$ cat config.mk
export PLATFORM = sky130hd
export DESIGN_NAME = twm_master
export DESIGN_NICKNAME = d
export VERILOG_FILES = /design/src/twm_pkg.sv /design/src/twm_master.sv
export VERILOG_INCLUDE_DIRS = /design/src /design/src/src
export SDC_FILE = /design/constraint.sdc
export NUM_CORES = 1
export LEC_CHECK = 0
export BUFFER_PORTS_ARGS = -buffer_cell sky130_fd_sc_hd__buf_2
export CORE_ASPECT_RATIO = 0.6
export CORE_MARGIN = 2
export CORE_UTILIZATION = 55
export CTS_BUF_LIST = sky130_fd_sc_hd__clkbuf_16
export DETAILED_ROUTE_END_ITERATION = 8
export PLACE_DENSITY = 0.87
export SLEW_MARGIN = 10
export SYNTH_ARGS = -nofsm -noshare
export SYNTH_HDL_FRONTEND = slang
export SYNTH_SLANG_ARGS = --single-unit
$ cat constraint.sdc
create_clock -name hclk -period 4.45 [get_ports hclk]
set_clock_uncertainty 0.15 [all_clocks]
set_input_delay 0.6675 -clock hclk [delete_from_list [all_inputs] [get_ports hclk]]
set_output_delay 0.6675 -clock hclk [all_outputs]
set_load 0.005 [all_outputs]
$ cat src/twm_params.svh
// register map, field positions and reset values of the two-wire master
// assumes 32-bit AHB-Lite data, one aligned word per register
`ifndef TWM_PARAMS_SVH
`define TWM_PARAMS_SVH

`define TWM_OFS_CTRL     5'h00
`define TWM_OFS_MODE     5'h04
`define TWM_OFS_CLKDIV   5'h08
`define TWM_OFS_STATUS   5'h0C
`define TWM_OFS_MASK     5'h10
`define TWM_OFS_TXHOLD   5'h14
`define TWM_OFS_RXHOLD   5'h18

`define TWM_CR_START     0
`define TWM_CR_MSEN      1
`define TWM_CR_MASTER_DISABLE_BIT     2
`define TWM_CR_SWRST     7

`define TWM_SR_TRANSFER_COMPLETE_FLAG    0
`define TWM_SR_RECEIVE_READY_FLAG     1
`define TWM_SR_TRANSMIT_READY_FLAG     2
`define TWM_SR_OVRE      3
`define TWM_SR_NACK      4
`define TWM_SR_BUSY      8
`define TWM_SR_STUCK     9

`define TWM_MODE_DIR     8
`define TWM_MODE_CNT_LSB 16

`define TWM_CLK_HI_LSB   8
`define TWM_CLK_EXP_LSB  16

`define TWM_RST_LODIV    8'h04
`define TWM_RST_HIDIV    8'h04
`define TWM_RST_EXP      3'h0
`define TWM_RST_TRANSFER_COMPLETE_FLAG   1'b1
`define TWM_RST_TRANSMIT_READY_FLAG    1'b1
`define TWM_PERIOD_MAX   13'h1FFF

`endif

$ cat src/twm_pkg.sv
// types shared by the two-wire master
// assumes nothing beyond a SystemVerilog compiler
package twm_pkg;

  typedef enum logic [2:0] {
    ST_IDLE,
    ST_START,
    ST_LOW,
    ST_HIGH,
    ST_STOP_LOW,
    ST_STOP_HIGH
  } twm_state_t;

endpackage

$ cat src/twm_master.sv
// two-wire master with AHB-Lite register slave and status quirks
// assumes external pull-ups on both lines and a single AHB-Lite master
`include "twm_params.svh"

////////////////////////////////////////////////////////////////////////////
// Overview of operation
// - writing master disable freezes a running transfer at once
// - master disable leaves transfer-complete and transmit-ready untouched
// - not-acknowledge and transfer-complete rise in the same cycle
// - reading the status register clears not-acknowledge
// - status read between nack and completion loses the nack flag
// - receive holding register loads on every byte, transmit bytes too
// - transmit overwrite raises neither receive-ready nor overrun
// - software reset mid-frame with clock low blocks later transfers until a bus reset
module twm_master
  import twm_pkg::*;
(
  input  wire logic        hclk,
  input  wire logic        hresetn,
  input  wire logic        hsel,
  input  wire logic [31:0] haddr,
  input  wire logic [1:0]  htrans,
  input  wire logic        hwrite,
  input  wire logic [2:0]  hsize,
  input  wire logic [31:0] hwdata,
  input  wire logic        hready,
  output logic      [31:0] hrdata,
  output logic             hreadyout,
  output logic             hresp,
  input  wire logic        scl_i,
  output logic             scl_o,
  output logic             scl_oe,
  input  wire logic        sda_i,
  output logic             sda_o,
  output logic             sda_oe,
  output logic             irq
);

  // period in system clocks; wraps above 8191, software must not go there
  function automatic logic [12:0] twm_period(input logic [7:0] div,
                                              input logic [2:0] ex);
    logic [12:0] p;
    p = 13'(div) << ex;
    twm_period = (p == 13'h0000) ? 13'h0001 : p;
  endfunction

  ////////////////////////////////////////////////////////////////////////////
  // bus slave: one wait state on every access

  logic        ph_ff;
  logic        w_ff;
  logic [4:0]  a_ff;
  logic        hreadyout_ff;
  logic [31:0] hrdata_ff;
  wire         accept = hsel & htrans[1] & hready;
  wire         wr     = ph_ff & w_ff;
  wire         rd     = ph_ff & ~w_ff;
  wire         wr_cr  = wr & (a_ff == `TWM_OFS_CTRL);
  wire         wr_sr  = wr & (a_ff == `TWM_OFS_STATUS);
  wire         rd_sr  = rd & (a_ff == `TWM_OFS_STATUS);
  wire         rd_rhr = rd & (a_ff == `TWM_OFS_RXHOLD);
  wire         wr_thr = wr & (a_ff == `TWM_OFS_TXHOLD);

  always_ff @(posedge hclk or negedge hresetn)
  begin
    if (!hresetn)
    begin
      ph_ff        <= 1'b0;
      w_ff         <= 1'b0;
      a_ff         <= 5'h00;
      hreadyout_ff <= 1'b1;
    end
    else
    begin
      ph_ff        <= accept;
      hreadyout_ff <= ~accept;
      if (accept)
      begin
        w_ff <= hwrite;
        a_ff <= haddr[4:0];
      end
    end
  end

  ////////////////////////////////////////////////////////////////////////////
  // line synchronisers

  logic scl_s1_ff, scl_s2_ff, sda_s1_ff, sda_s2_ff;
  always_ff @(posedge hclk or negedge hresetn)
  begin
    if (!hresetn)
    begin
      scl_s1_ff <= 1'b1;
      scl_s2_ff <= 1'b1;
      sda_s1_ff <= 1'b1;
      sda_s2_ff <= 1'b1;
    end
    else
    begin
      scl_s1_ff <= scl_i;
      scl_s2_ff <= scl_s1_ff;
      sda_s1_ff <= sda_i;
      sda_s2_ff <= sda_s1_ff;
    end
  end

  ////////////////////////////////////////////////////////////////////////////
  // configuration

  logic       en_ff, dir_ff, stuck_ff;
  logic [6:0] addr_ff;
  logic [7:0] nbytes_ff, lodiv_ff, hidiv_ff, thr_ff;
  logic [2:0] exp_ff;
  logic [4:0] imr_ff;
  twm_state_t st_ff;
  wire        swrst = wr_cr & hwdata[`TWM_CR_SWRST];
  wire        busy  = (st_ff != ST_IDLE);
  wire [12:0] lo_per = twm_period(lodiv_ff, exp_ff);
  wire [12:0] hi_per = twm_period(hidiv_ff, exp_ff);

  always_ff @(posedge hclk or negedge hresetn)
  begin
    if (!hresetn)
    begin
      en_ff     <= 1'b0;
      dir_ff    <= 1'b0;
      addr_ff   <= 7'h00;
      nbytes_ff <= 8'h00;
      lodiv_ff  <= `TWM_RST_LODIV;
      hidiv_ff  <= `TWM_RST_HIDIV;
      exp_ff    <= `TWM_RST_EXP;
      imr_ff    <= 5'h00;
      thr_ff    <= 8'h00;
      stuck_ff  <= 1'b0;
    end
    else
    begin
      // disable wins over enable in the same write
      if (wr_cr & hwdata[`TWM_CR_MSEN])
        en_ff <= 1'b1;
      if ((wr_cr & hwdata[`TWM_CR_MASTER_DISABLE_BIT]) | swrst)
        en_ff <= 1'b0;
      // only a bus reset recovers from this
      if (swrst & busy & ~scl_s2_ff)
        stuck_ff <= 1'b1;
      if (wr & (a_ff == `TWM_OFS_MODE))
      begin
        addr_ff   <= hwdata[6:0];
        dir_ff    <= hwdata[`TWM_MODE_DIR];
        nbytes_ff <= hwdata[`TWM_MODE_CNT_LSB +: 8];
      end
      if (wr & (a_ff == `TWM_OFS_CLKDIV))
      begin
        lodiv_ff <= hwdata[7:0];
        hidiv_ff <= hwdata[`TWM_CLK_HI_LSB +: 8];
        exp_ff   <= hwdata[`TWM_CLK_EXP_LSB +: 3];
      end
      if (wr & (a_ff == `TWM_OFS_MASK))
        imr_ff <= hwdata[4:0];
      if (wr_thr)
        thr_ff <= hwdata[7:0];
    end
  end

  ////////////////////////////////////////////////////////////////////////////
  // frame sequencer

  logic [12:0] cnt_ff;
  logic [3:0]  bit_ff;
  logic [7:0]  sh_ff, left_ff;
  logic        first_ff, scl_oe_ff, sda_oe_ff;
  wire ack_slot  = (bit_ff == 4'h8);
  wire tx_byte   = first_ff | ~dir_ff;
  wire nack_seen = tx_byte & sda_s2_ff;
  wire go        = wr_cr & hwdata[`TWM_CR_START] & en_ff & ~stuck_ff & ~busy & ~swrst;
  wire hi_end    = (st_ff == ST_HIGH) & en_ff & scl_s2_ff & (cnt_ff == 13'h0000) & ~swrst;
  wire byte_done = hi_end & ack_slot;
  wire load_next = byte_done & ~nack_seen & (left_ff != 8'h00);
  wire frame_end = (st_ff == ST_STOP_HIGH) & en_ff & scl_s2_ff
                   & (cnt_ff == 13'h0000) & ~swrst;
  // master acks every received byte but the last
  wire drive_low = ack_slot ? (~tx_byte & (left_ff != 8'h00)) : (tx_byte & ~sh_ff[7]);

  always_ff @(posedge hclk or negedge hresetn)
  begin
    if (!hresetn)
    begin
      st_ff     <= ST_IDLE;
      cnt_ff    <= 13'h0000;
      bit_ff    <= 4'h0;
      sh_ff     <= 8'h00;
      left_ff   <= 8'h00;
      first_ff  <= 1'b0;
      scl_oe_ff <= 1'b0;
      sda_oe_ff <= 1'b0;
    end
    else if (swrst)
    begin
      st_ff     <= ST_IDLE;
      cnt_ff    <= 13'h0000;
      bit_ff    <= 4'h0;
      scl_oe_ff <= 1'b0;
      sda_oe_ff <= 1'b0;
    end
    else if (en_ff)
    begin
      case (st_ff)
        ST_IDLE:
          if (go)
          begin
            sda_oe_ff <= 1'b1;
            cnt_ff    <= hi_per;
            st_ff     <= ST_START;
          end
        ST_START:
          if (cnt_ff == 13'h0000)
          begin
            scl_oe_ff <= 1'b1;
            sh_ff     <= {addr_ff, dir_ff};
            bit_ff    <= 4'h0;
            first_ff  <= 1'b1;
            left_ff   <= nbytes_ff;
            cnt_ff    <= lo_per;
            st_ff     <= ST_LOW;
          end
          else
            cnt_ff <= cnt_ff - 13'h0001;
        ST_LOW:
        begin
          // data moves one clock after the falling edge for hold time
          sda_oe_ff <= drive_low;
          if (cnt_ff == 13'h0000)
          begin
            scl_oe_ff <= 1'b0;
            cnt_ff    <= hi_per;
            st_ff     <= ST_HIGH;
          end
          else
            cnt_ff <= cnt_ff - 13'h0001;
        end
        ST_HIGH:
          // a slave holding the clock low stretches the high count
          if (scl_s2_ff)
          begin
            if (cnt_ff == 13'h0000)
            begin
              scl_oe_ff <= 1'b1;
              cnt_ff    <= lo_per;
              if (!ack_slot)
              begin
                sh_ff  <= {sh_ff[6:0], sda_s2_ff};
                bit_ff <= bit_ff + 4'h1;
                st_ff  <= ST_LOW;
              end
              else if (load_next)
              begin
                bit_ff   <= 4'h0;
                first_ff <= 1'b0;
                left_ff  <= left_ff - 8'h01;
                sh_ff    <= dir_ff ? 8'h00 : thr_ff;
                st_ff    <= ST_LOW;
              end
              else
                st_ff <= ST_STOP_LOW;
            end
            else
              cnt_ff <= cnt_ff - 13'h0001;
          end
        ST_STOP_LOW:
        begin
          sda_oe_ff <= 1'b1;
          if (cnt_ff == 13'h0000)
          begin
            scl_oe_ff <= 1'b0;
            cnt_ff    <= hi_per;
            st_ff     <= ST_STOP_HIGH;
          end
          else
            cnt_ff <= cnt_ff - 13'h0001;
        end
        ST_STOP_HIGH:
          if (scl_s2_ff)
          begin
            if (cnt_ff == 13'h0000)
            begin
              sda_oe_ff <= 1'b0;
              st_ff     <= ST_IDLE;
            end
            else
              cnt_ff <= cnt_ff - 13'h0001;
          end
        default:
          st_ff <= ST_IDLE;
      endcase
    end
  end

  ////////////////////////////////////////////////////////////////////////////
  // status flags; hardware set wins over a software clear

  logic       transfer_complete_flag_ff, receive_ready_flag_ff, transmit_ready_flag_ff, ovre_ff, nack_ff, pend_ff;
  logic [7:0] rhr_ff;
  wire  [4:0] w1c = wr_sr ? hwdata[4:0] : 5'h00;
  wire  [4:0] sr5 = {nack_ff, ovre_ff, transmit_ready_flag_ff, receive_ready_flag_ff, transfer_complete_flag_ff};

  always_ff @(posedge hclk or negedge hresetn)
  begin
    if (!hresetn)
    begin
      transfer_complete_flag_ff <= `TWM_RST_TRANSFER_COMPLETE_FLAG;
      transmit_ready_flag_ff  <= `TWM_RST_TRANSMIT_READY_FLAG;
      receive_ready_flag_ff  <= 1'b0;
      ovre_ff   <= 1'b0;
      nack_ff   <= 1'b0;
      pend_ff   <= 1'b0;
      rhr_ff    <= 8'h00;
    end
    else if (swrst)
    begin
      transfer_complete_flag_ff <= `TWM_RST_TRANSFER_COMPLETE_FLAG;
      transmit_ready_flag_ff  <= `TWM_RST_TRANSMIT_READY_FLAG;
      receive_ready_flag_ff  <= 1'b0;
      ovre_ff   <= 1'b0;
      nack_ff   <= 1'b0;
      pend_ff   <= 1'b0;
    end
    else
    begin
      // master disable has no term here, so both flags hold
      transfer_complete_flag_ff <= (transfer_complete_flag_ff & ~w1c[0] & ~go) | frame_end;
      transmit_ready_flag_ff  <= (transmit_ready_flag_ff & ~w1c[2] & ~wr_thr) | (load_next & ~dir_ff);
      receive_ready_flag_ff  <= (receive_ready_flag_ff & ~w1c[1] & ~rd_rhr) | (byte_done & ~tx_byte);
      ovre_ff   <= (ovre_ff & ~w1c[3]) | (byte_done & ~tx_byte & receive_ready_flag_ff);
      // a status read drops the pending nack before completion
      pend_ff   <= (pend_ff & ~rd_sr & ~frame_end) | (byte_done & nack_seen);
      nack_ff   <= (nack_ff & ~w1c[4] & ~rd_sr) | (frame_end & pend_ff);
      if (byte_done)
        rhr_ff <= sh_ff;
    end
  end

  ////////////////////////////////////////////////////////////////////////////
  // read mux and outputs

  logic [31:0] rdata;
  always_comb
  begin
    rdata = 32'h0000_0000;
    case (a_ff)
      `TWM_OFS_CTRL:   rdata[`TWM_CR_MSEN] = en_ff;
      `TWM_OFS_MODE:   rdata = {8'h00, nbytes_ff, 7'h00, dir_ff, 1'b0, addr_ff};
      `TWM_OFS_CLKDIV: rdata = {13'h0000, exp_ff, hidiv_ff, lodiv_ff};
      `TWM_OFS_STATUS: rdata = {22'h000000, stuck_ff, busy, 3'h0, sr5};
      `TWM_OFS_MASK:   rdata = {27'h0000000, imr_ff};
      `TWM_OFS_RXHOLD: rdata = {24'h000000, rhr_ff};
      default:         rdata = 32'h0000_0000;
    endcase
  end

  logic irq_ff;
  always_ff @(posedge hclk or negedge hresetn)
  begin
    if (!hresetn)
    begin
      hrdata_ff <= 32'h0000_0000;
      irq_ff    <= 1'b0;
    end
    else
    begin
      if (rd)
        hrdata_ff <= rdata;
      irq_ff <= |(sr5 & imr_ff);
    end
  end

  // low drive of the open-drain lines is a constant register
  logic zero_ff;
  always_ff @(posedge hclk or negedge hresetn)
  begin
    if (!hresetn)
      zero_ff <= 1'b0;
    else
      zero_ff <= 1'b0;
  end

  assign hrdata    = hrdata_ff;
  assign hreadyout = hreadyout_ff;
  assign hresp     = zero_ff;
  assign scl_o     = zero_ff;
  assign sda_o     = zero_ff;
  assign scl_oe    = scl_oe_ff;
  assign sda_oe    = sda_oe_ff;
  assign irq       = irq_ff;
endmodule

==> results of run 1 <==
cells by family (layout without fill, tap and decap cells):
family,Yosys count,in the layout,share of synthesized area
flip-flops,140,140,0.4422
buffers and inverters,92,141,0.05131
adder cells (fa/ha/maj),5,5,0.007870
AND/OR/NAND/NOR,244,244,0.1637
other,1,11,0.0004718
AO/OA/AOI/OAI,271,271,0.2234
XOR/XNOR,3,3,0.003306
multiplexers,75,75,0.1078
layout by cell type, fill, tap and decap left out, types with 11 or more instances in the layout:
cell / instances
buf_2: 63
nor2b_1: 11
o21ai_0: 70
mux2i_1: 17
nand2_1: 65
clkbuf_16: 17
o211ai_1: 11
nand3_1: 14
nor2_1: 58
buf_4: 15
nor3_1: 23
a21oi_1: 76
dfrtp_1: 131
a22o_1: 19
conb_1: 11
inv_1: 30
mux2_2: 55
metal layers:
metal  track usage  vias to the layer above
met1        0.4701                     3484
met3       0.08493                       62
li1              -                     3149
met4       0.09021                        0
met2        0.4110                      526
met5             0                        -
through the flow:
step                total power [W]  instance area [um^2]
finish                     0.004659                  8977
global route               0.004876                  8977
CTS                        0.004597                  8977
detailed placement         0.003098                  8376
global placement           0.003051                  8376
floorplan                  0.002702                  7986
state kept, by name (all words and copies together), names as in the netlist, 3 cells and up:
register / count
thr_ff: 8
sh_ff: 8
lodiv_ff: 8
imr_ff: 5
hrdata: 24
exp_ff: 3
hidiv_ff: 8
st_ff: 3
rhr_ff: 8
nbytes_ff: 8
left_ff: 8
cnt_ff: 13
bit_ff: 4
a_ff: 5
addr_ff: 7
power by group:
group	switching, W	total [W]	internal [W]	leakage [nW]
Combinational	0.000854	0.00139	0.000539	1.97
Clock	0.000640	0.00149	0.000848	0.295
Sequential	0.000292	0.00178	0.00149	1.80
worst paths after layout:
path	startpoint	endpoint
max in group asynchronous	hresetn	hidiv_ff[2]
min in group asynchronous	hresetn	hrdata[22]
hold / removal	scl_i	scl_s1_ff
hold reg to reg	sda_s1_ff	sda_s2_ff
setup / recovery	cnt_ff[2]	sh_ff[3]
setup reg to reg	cnt_ff[2]	sh_ff[3]
area by class of cell:
cell class | instances | area (um^2) | area share
Clock buffer | 17 | 425.4 | 0.04739
Clock inverter | 15 | 176.4 | 0.01965
Inverter | 30 | 112.6 | 0.01254
Multi-Input combinational cell | 609 | 4069 | 0.4532
Sequential cell | 140 | 3515 | 0.3915
Tap cell | 192 | 240.2 | 0.02676
Timing Repair Buffer | 79 | 439.2 | 0.04892
critical path: stages, from the launching register on:
cell	delay [ns]
dfrtp_1	0.45
nor3_1	0.54
nand4_2	0.51
or3_1	0.67
nand2b_1	0.47
a21oi_1	0.30
a21oi_1	0.11
==> impl_metrics.toml, run 1 <==
[detailed_routing]
met2WireLength_mm = 9.595
drc = 0
vias_per_cell = 6.674
wire_per_inst_um = 21.61
dr.max_layer_used = "met4"
dr.pass1.iters = 7
drt-total-wl_mm = 23.38
vias = 7221
drtIter0Drc = 962
wl_met3_mm = 3.001
final_antenna_net_count = 0
m1WireLength_mm = 10.28

[global_route]
antenna_found_initial = 0
grt_pass1_wl_mm = 37.27
grt_usage = 0.3039
overflow = 0
grt_pass1_vias = 6688
grt_max_degree = 103

[placed_design]
io_buffers = 64
dp_cells = 1050
place_congestion = 0.9933
dp_hpwl_mm = 15.72
pre_cts_ws_ns = 1.251

[power_and_ir_drop]
p_leak_nw = 4.071
pwr_density_cell_mw_per_mm2 = 518.9
ir_drop_mv = 0.2587

[synthesis]
synthTopCellsByCount = "131 x dfrtp_1, 76 x a21oi_1, 70 x o21ai_0"
yosysTopAreaCell = "dfrtp_1"
ys_ff_latch = 140
yosysMostFrequentCell = "dfrtp_1"
netlist_area_mm2 = 0.007949
synth-main-ff-cell = "dfrtp_1"
synth_top_area_frac = 0.4124
syn_area_per_cell_um2 = 9.565
ys_warn_count = 0
ys_seq_area_frac = 0.4422
yosys-top-cells-area = "dfrtp_1 41%, mux2_2 7.8%, a21oi_1 4.8%"
synth_edf_count = 0
async_flop_share = 1.000
synthCells = 831
yosysUniqueCellTypes = 76

[run]
drv_cap = 0

[floorplanning]
start_util = 0.5730
pin_count = 115
rows = 33
die_area_mm2 = 0.01546
die_y_um = 97.12
core_area_mm2 = 0.01387
die_x_um = 159.2

[final_layout]
diodes = 0
fin_util = 0.6471
layout.nets = 958
nFillCells = 1099
area_delta_synth_final_pct = 12.94
final_cell_count_no_fill = 1082
final_layout_size_suffix_gt1_frac = 0.2258

[sta]
timing.fmax_mhz = 300.3
worst_slack_ns = 1.120
setup_viol_count_final = 0
whs_ns = 0.1918
fin_tns_setup_ns = 0
period_minus_slack_ns = 3.330
tightest_slew_ns = 0.9777
finalHoldViolCount = 0
timing.final.crit_share = 0.7484
rsz0062_at_grt = "false"
drv_slew = 0
slew_headroom = 0.3453

[clock_tree]
clock_latency_ns = 0.43
cts_resized = 0
cts.sinks = 140
clk_pin_slew_ns = 0.07
cts_tree = "built"
clockBufferDepth = 2
cts_max_level = 4
cts_buffers = 17
postCtsSetupBuffers = 0
hold_buffers = 0
cts-root-buf = "clkbuf_16"

[critical_path]
crit_path_start_kind = "flop"
critical_path_arrival_ns = 3.48
r2r_cells = 6
worstPathMaxFanout = 13
end_kind = "flop"
r2r_setup_slack_ns = 1.12
critPathRequiredTime_ns = 4.60
crit_type = "reg2reg"

[min_path]
hold_depth = 1
hp-class = "in2reg"

[status]
outcome = "completed"
Power figures use the tool's default switching activity.
==> inputs of run 2 (changes only) <==
- clock period: 4.45 -> 3.4 ns (I/O delays scaled with it)
==> run 2 against run 1 <==
Compared with the run above:
- first-iteration DRC count is 9.7% higher
- final cell count grew 1.7%
- sequential cell count unchanged
- global-route usage grew 0.32 points
- sequential power rose by 30%
- combinational power up 40%
- fmax grew 4.3%
- setup slack worse by 0.91 ns
- clock-buffer cell count did not move
- largest cell class unchanged
- largest power group unchanged
==> impl_metrics.toml, run 2 (synthesized netlist as in run 1, its figures left out) <==
[floorplanning]
rows = 33
die_area_mm2 = 0.01546
pin_count = 115
die_x_um = 159.2
start_util = 0.5730
die_y_um = 97.12
core_area_mm2 = 0.01387

[detailed_routing]
vias = 7368
wire_per_inst_um = 21.63
drc = 0
vias_per_cell = 6.698
drtIter0Drc = 1055
drt-total-wl_mm = 23.80
dr.pass1.iters = 6
final_antenna_net_count = 0

[clock_tree]
clock_latency_ns = 0.43
cts_buffers = 17
clk_pin_slew_ns = 0.07
cts-root-buf = "clkbuf_16"
clockBufferDepth = 2
cts_max_level = 4
postCtsSetupBuffers = 0
cts_tree = "built"
cts.sinks = 140

[status]
outcome = "completed"

[final_layout]
final_common_cell = "dfrtp_1"
diodes = 0
nFillCells = 1102
largest_reg_flops = 24
final_area_mm2 = 0.009145
area_delta_synth_final_pct = 15.05
layout.nets = 976
mostFrequentLayoutCells = "131 x dfrtp_1, 76 x a21oi_1, 70 x o21ai_0"
fin_util = 0.6592
final_cell_count_no_fill = 1100
final_layout_size_suffix_gt1_frac = 0.2401

[sta]
slew_headroom = 0.3549
timing.final.crit_share = 0.9395
period_minus_slack_ns = 3.194
timing.fmax_mhz = 313.1
drv_slew = 0
setup_viol_count_final = 0
rsz0062_at_grt = "false"
tightest_slew_ns = 0.9603
fin_tns_setup_ns = 0
finalHoldViolCount = 0

[critical_path]
crit_path_start = "cnt_ff[0]"
worst_path_max_delay_cell = "or3_1"
critical_path_arrival_ns = 3.35
r2r_end = "left_ff[6]"
crit_path_start_kind = "flop"
r2r_setup_slack_ns = 0.21
end_kind = "flop"
crit_chain = "inv_1, ha_1, nor2b_1, nand4_2, buf_4, or3_1, nand2b_1, o21ai_0, a21oi_1"
max_stage_delay_ns = 0.54
r2r_cells = 9
crit_type = "reg2reg"
rr_startpoint = "cnt_ff[0]"
worstPathMaxFanout = 13
critPathRequiredTime_ns = 3.55

[placed_design]
place_congestion = 0.9646
dp_cells = 1067
dp_hpwl_mm = 16.35
dpl_cell_area_mm2 = 0.008541
io_buffers = 64

[power_and_ir_drop]
ir_drop_mv = 0.3328
power_switching_share = 0.3950
internal_power_w = 0.003717
p_total_w = 0.006145
p_leak_nw = 4.173
clock_power_share = 0.307
pwr_density_cell_mw_per_mm2 = 671.9
seqPwrFrac = 0.378
combPwrFrac = 0.315
p_sw_w = 0.002427

[min_path]
holdPathEnd = "sda_s1_ff"
hold_depth = 1
worstHoldStart = "sda_i"
hp-class = "in2reg"

[run]
drv_cap = 0

[global_route]
grt_max_degree = 62
overflow = 0
grt_pass1_vias = 6882
grt_pass1_wl_mm = 37.60
grt_usage = 0.3071
antenna_found_initial = 1
run 2: what timing repair did:
item,CTS,global route
gates resized for setup,0,0
endpoints found under the hold margin,43,0
hold buffers,1,0
setup endpoints to repair,0,0
run 2: worst max-delay path by stage:
| stage | end | cells past startpoint | slack, ns |
|---|---|---|---|
| 3_5_place_dp | left_ff[6] | 9 | 0.45 |
| 3_3_place_gp | sh_ff[3] | 9 | 0.56 |
| 5_1_grt | left_ff[6] | 9 | 0.13 |
| 2_1_floorplan | addr_ff[0] | 8 | 0.93 |
| 6_report | left_ff[6] | 9 | 0.21 |
| 4_1_cts | left_ff[6] | 9 | 0.34 |
run 2: final cells by class:
type	instances	area [um^2]	area share
Multi-Input combinational cell	609	4069	0.4449
Sequential cell	140	3515	0.3843
Timing Repair Buffer	97	614.3	0.06718
Clock buffer	17	425.4	0.04652
Tap cell	192	240.2	0.02627
Clock inverter	15	168.9	0.01847
Inverter	30	112.6	0.01231
run 2: power by group through the flow:
stage               registers [W]  clock network [W]  logic, W
finish                    0.00232            0.00189   0.00194
CTS                       0.00230            0.00190   0.00186
floorplan                 0.00218                  0   0.00136
global route              0.00235            0.00196   0.00210
global placement          0.00231                  0   0.00178
detailed placement        0.00232                  0   0.00184
run 2: metal layers:
| metal | vias to the layer above | track usage | wire length, um |
|---|---|---|---|
| met1 | 3564 | 0.4618 | 10310 |
| met5 | - | 0 | 0 |
| li1 | 3180 | - | - |
| met2 | 563 | 0.4127 | 9666 |
| met4 | 0 | 0.08322 | 462 |
| met3 | 61 | 0.1140 | 3357 |
run 2: through the flow:
step	setup WS, ns	hold slack (ns)
detailed placement	0.4498	0.2003
global route	0.1349	0.01554
global placement	0.5615	0.1964
finish	0.2057	0.02560
CTS	0.3359	0.01909
floorplan	0.9257	0.06441
run 2: critical path, delay by kind of cell, from the launching register on:
kind                     cells  cell delay (ns)
buffers and inverters        2             0.32
AND/OR/NAND/NOR              4             1.43
flip-flops                   1             0.43
AO/OA/AOI/OAI                2             0.48
adder cells (fa/ha/maj)      1             0.25
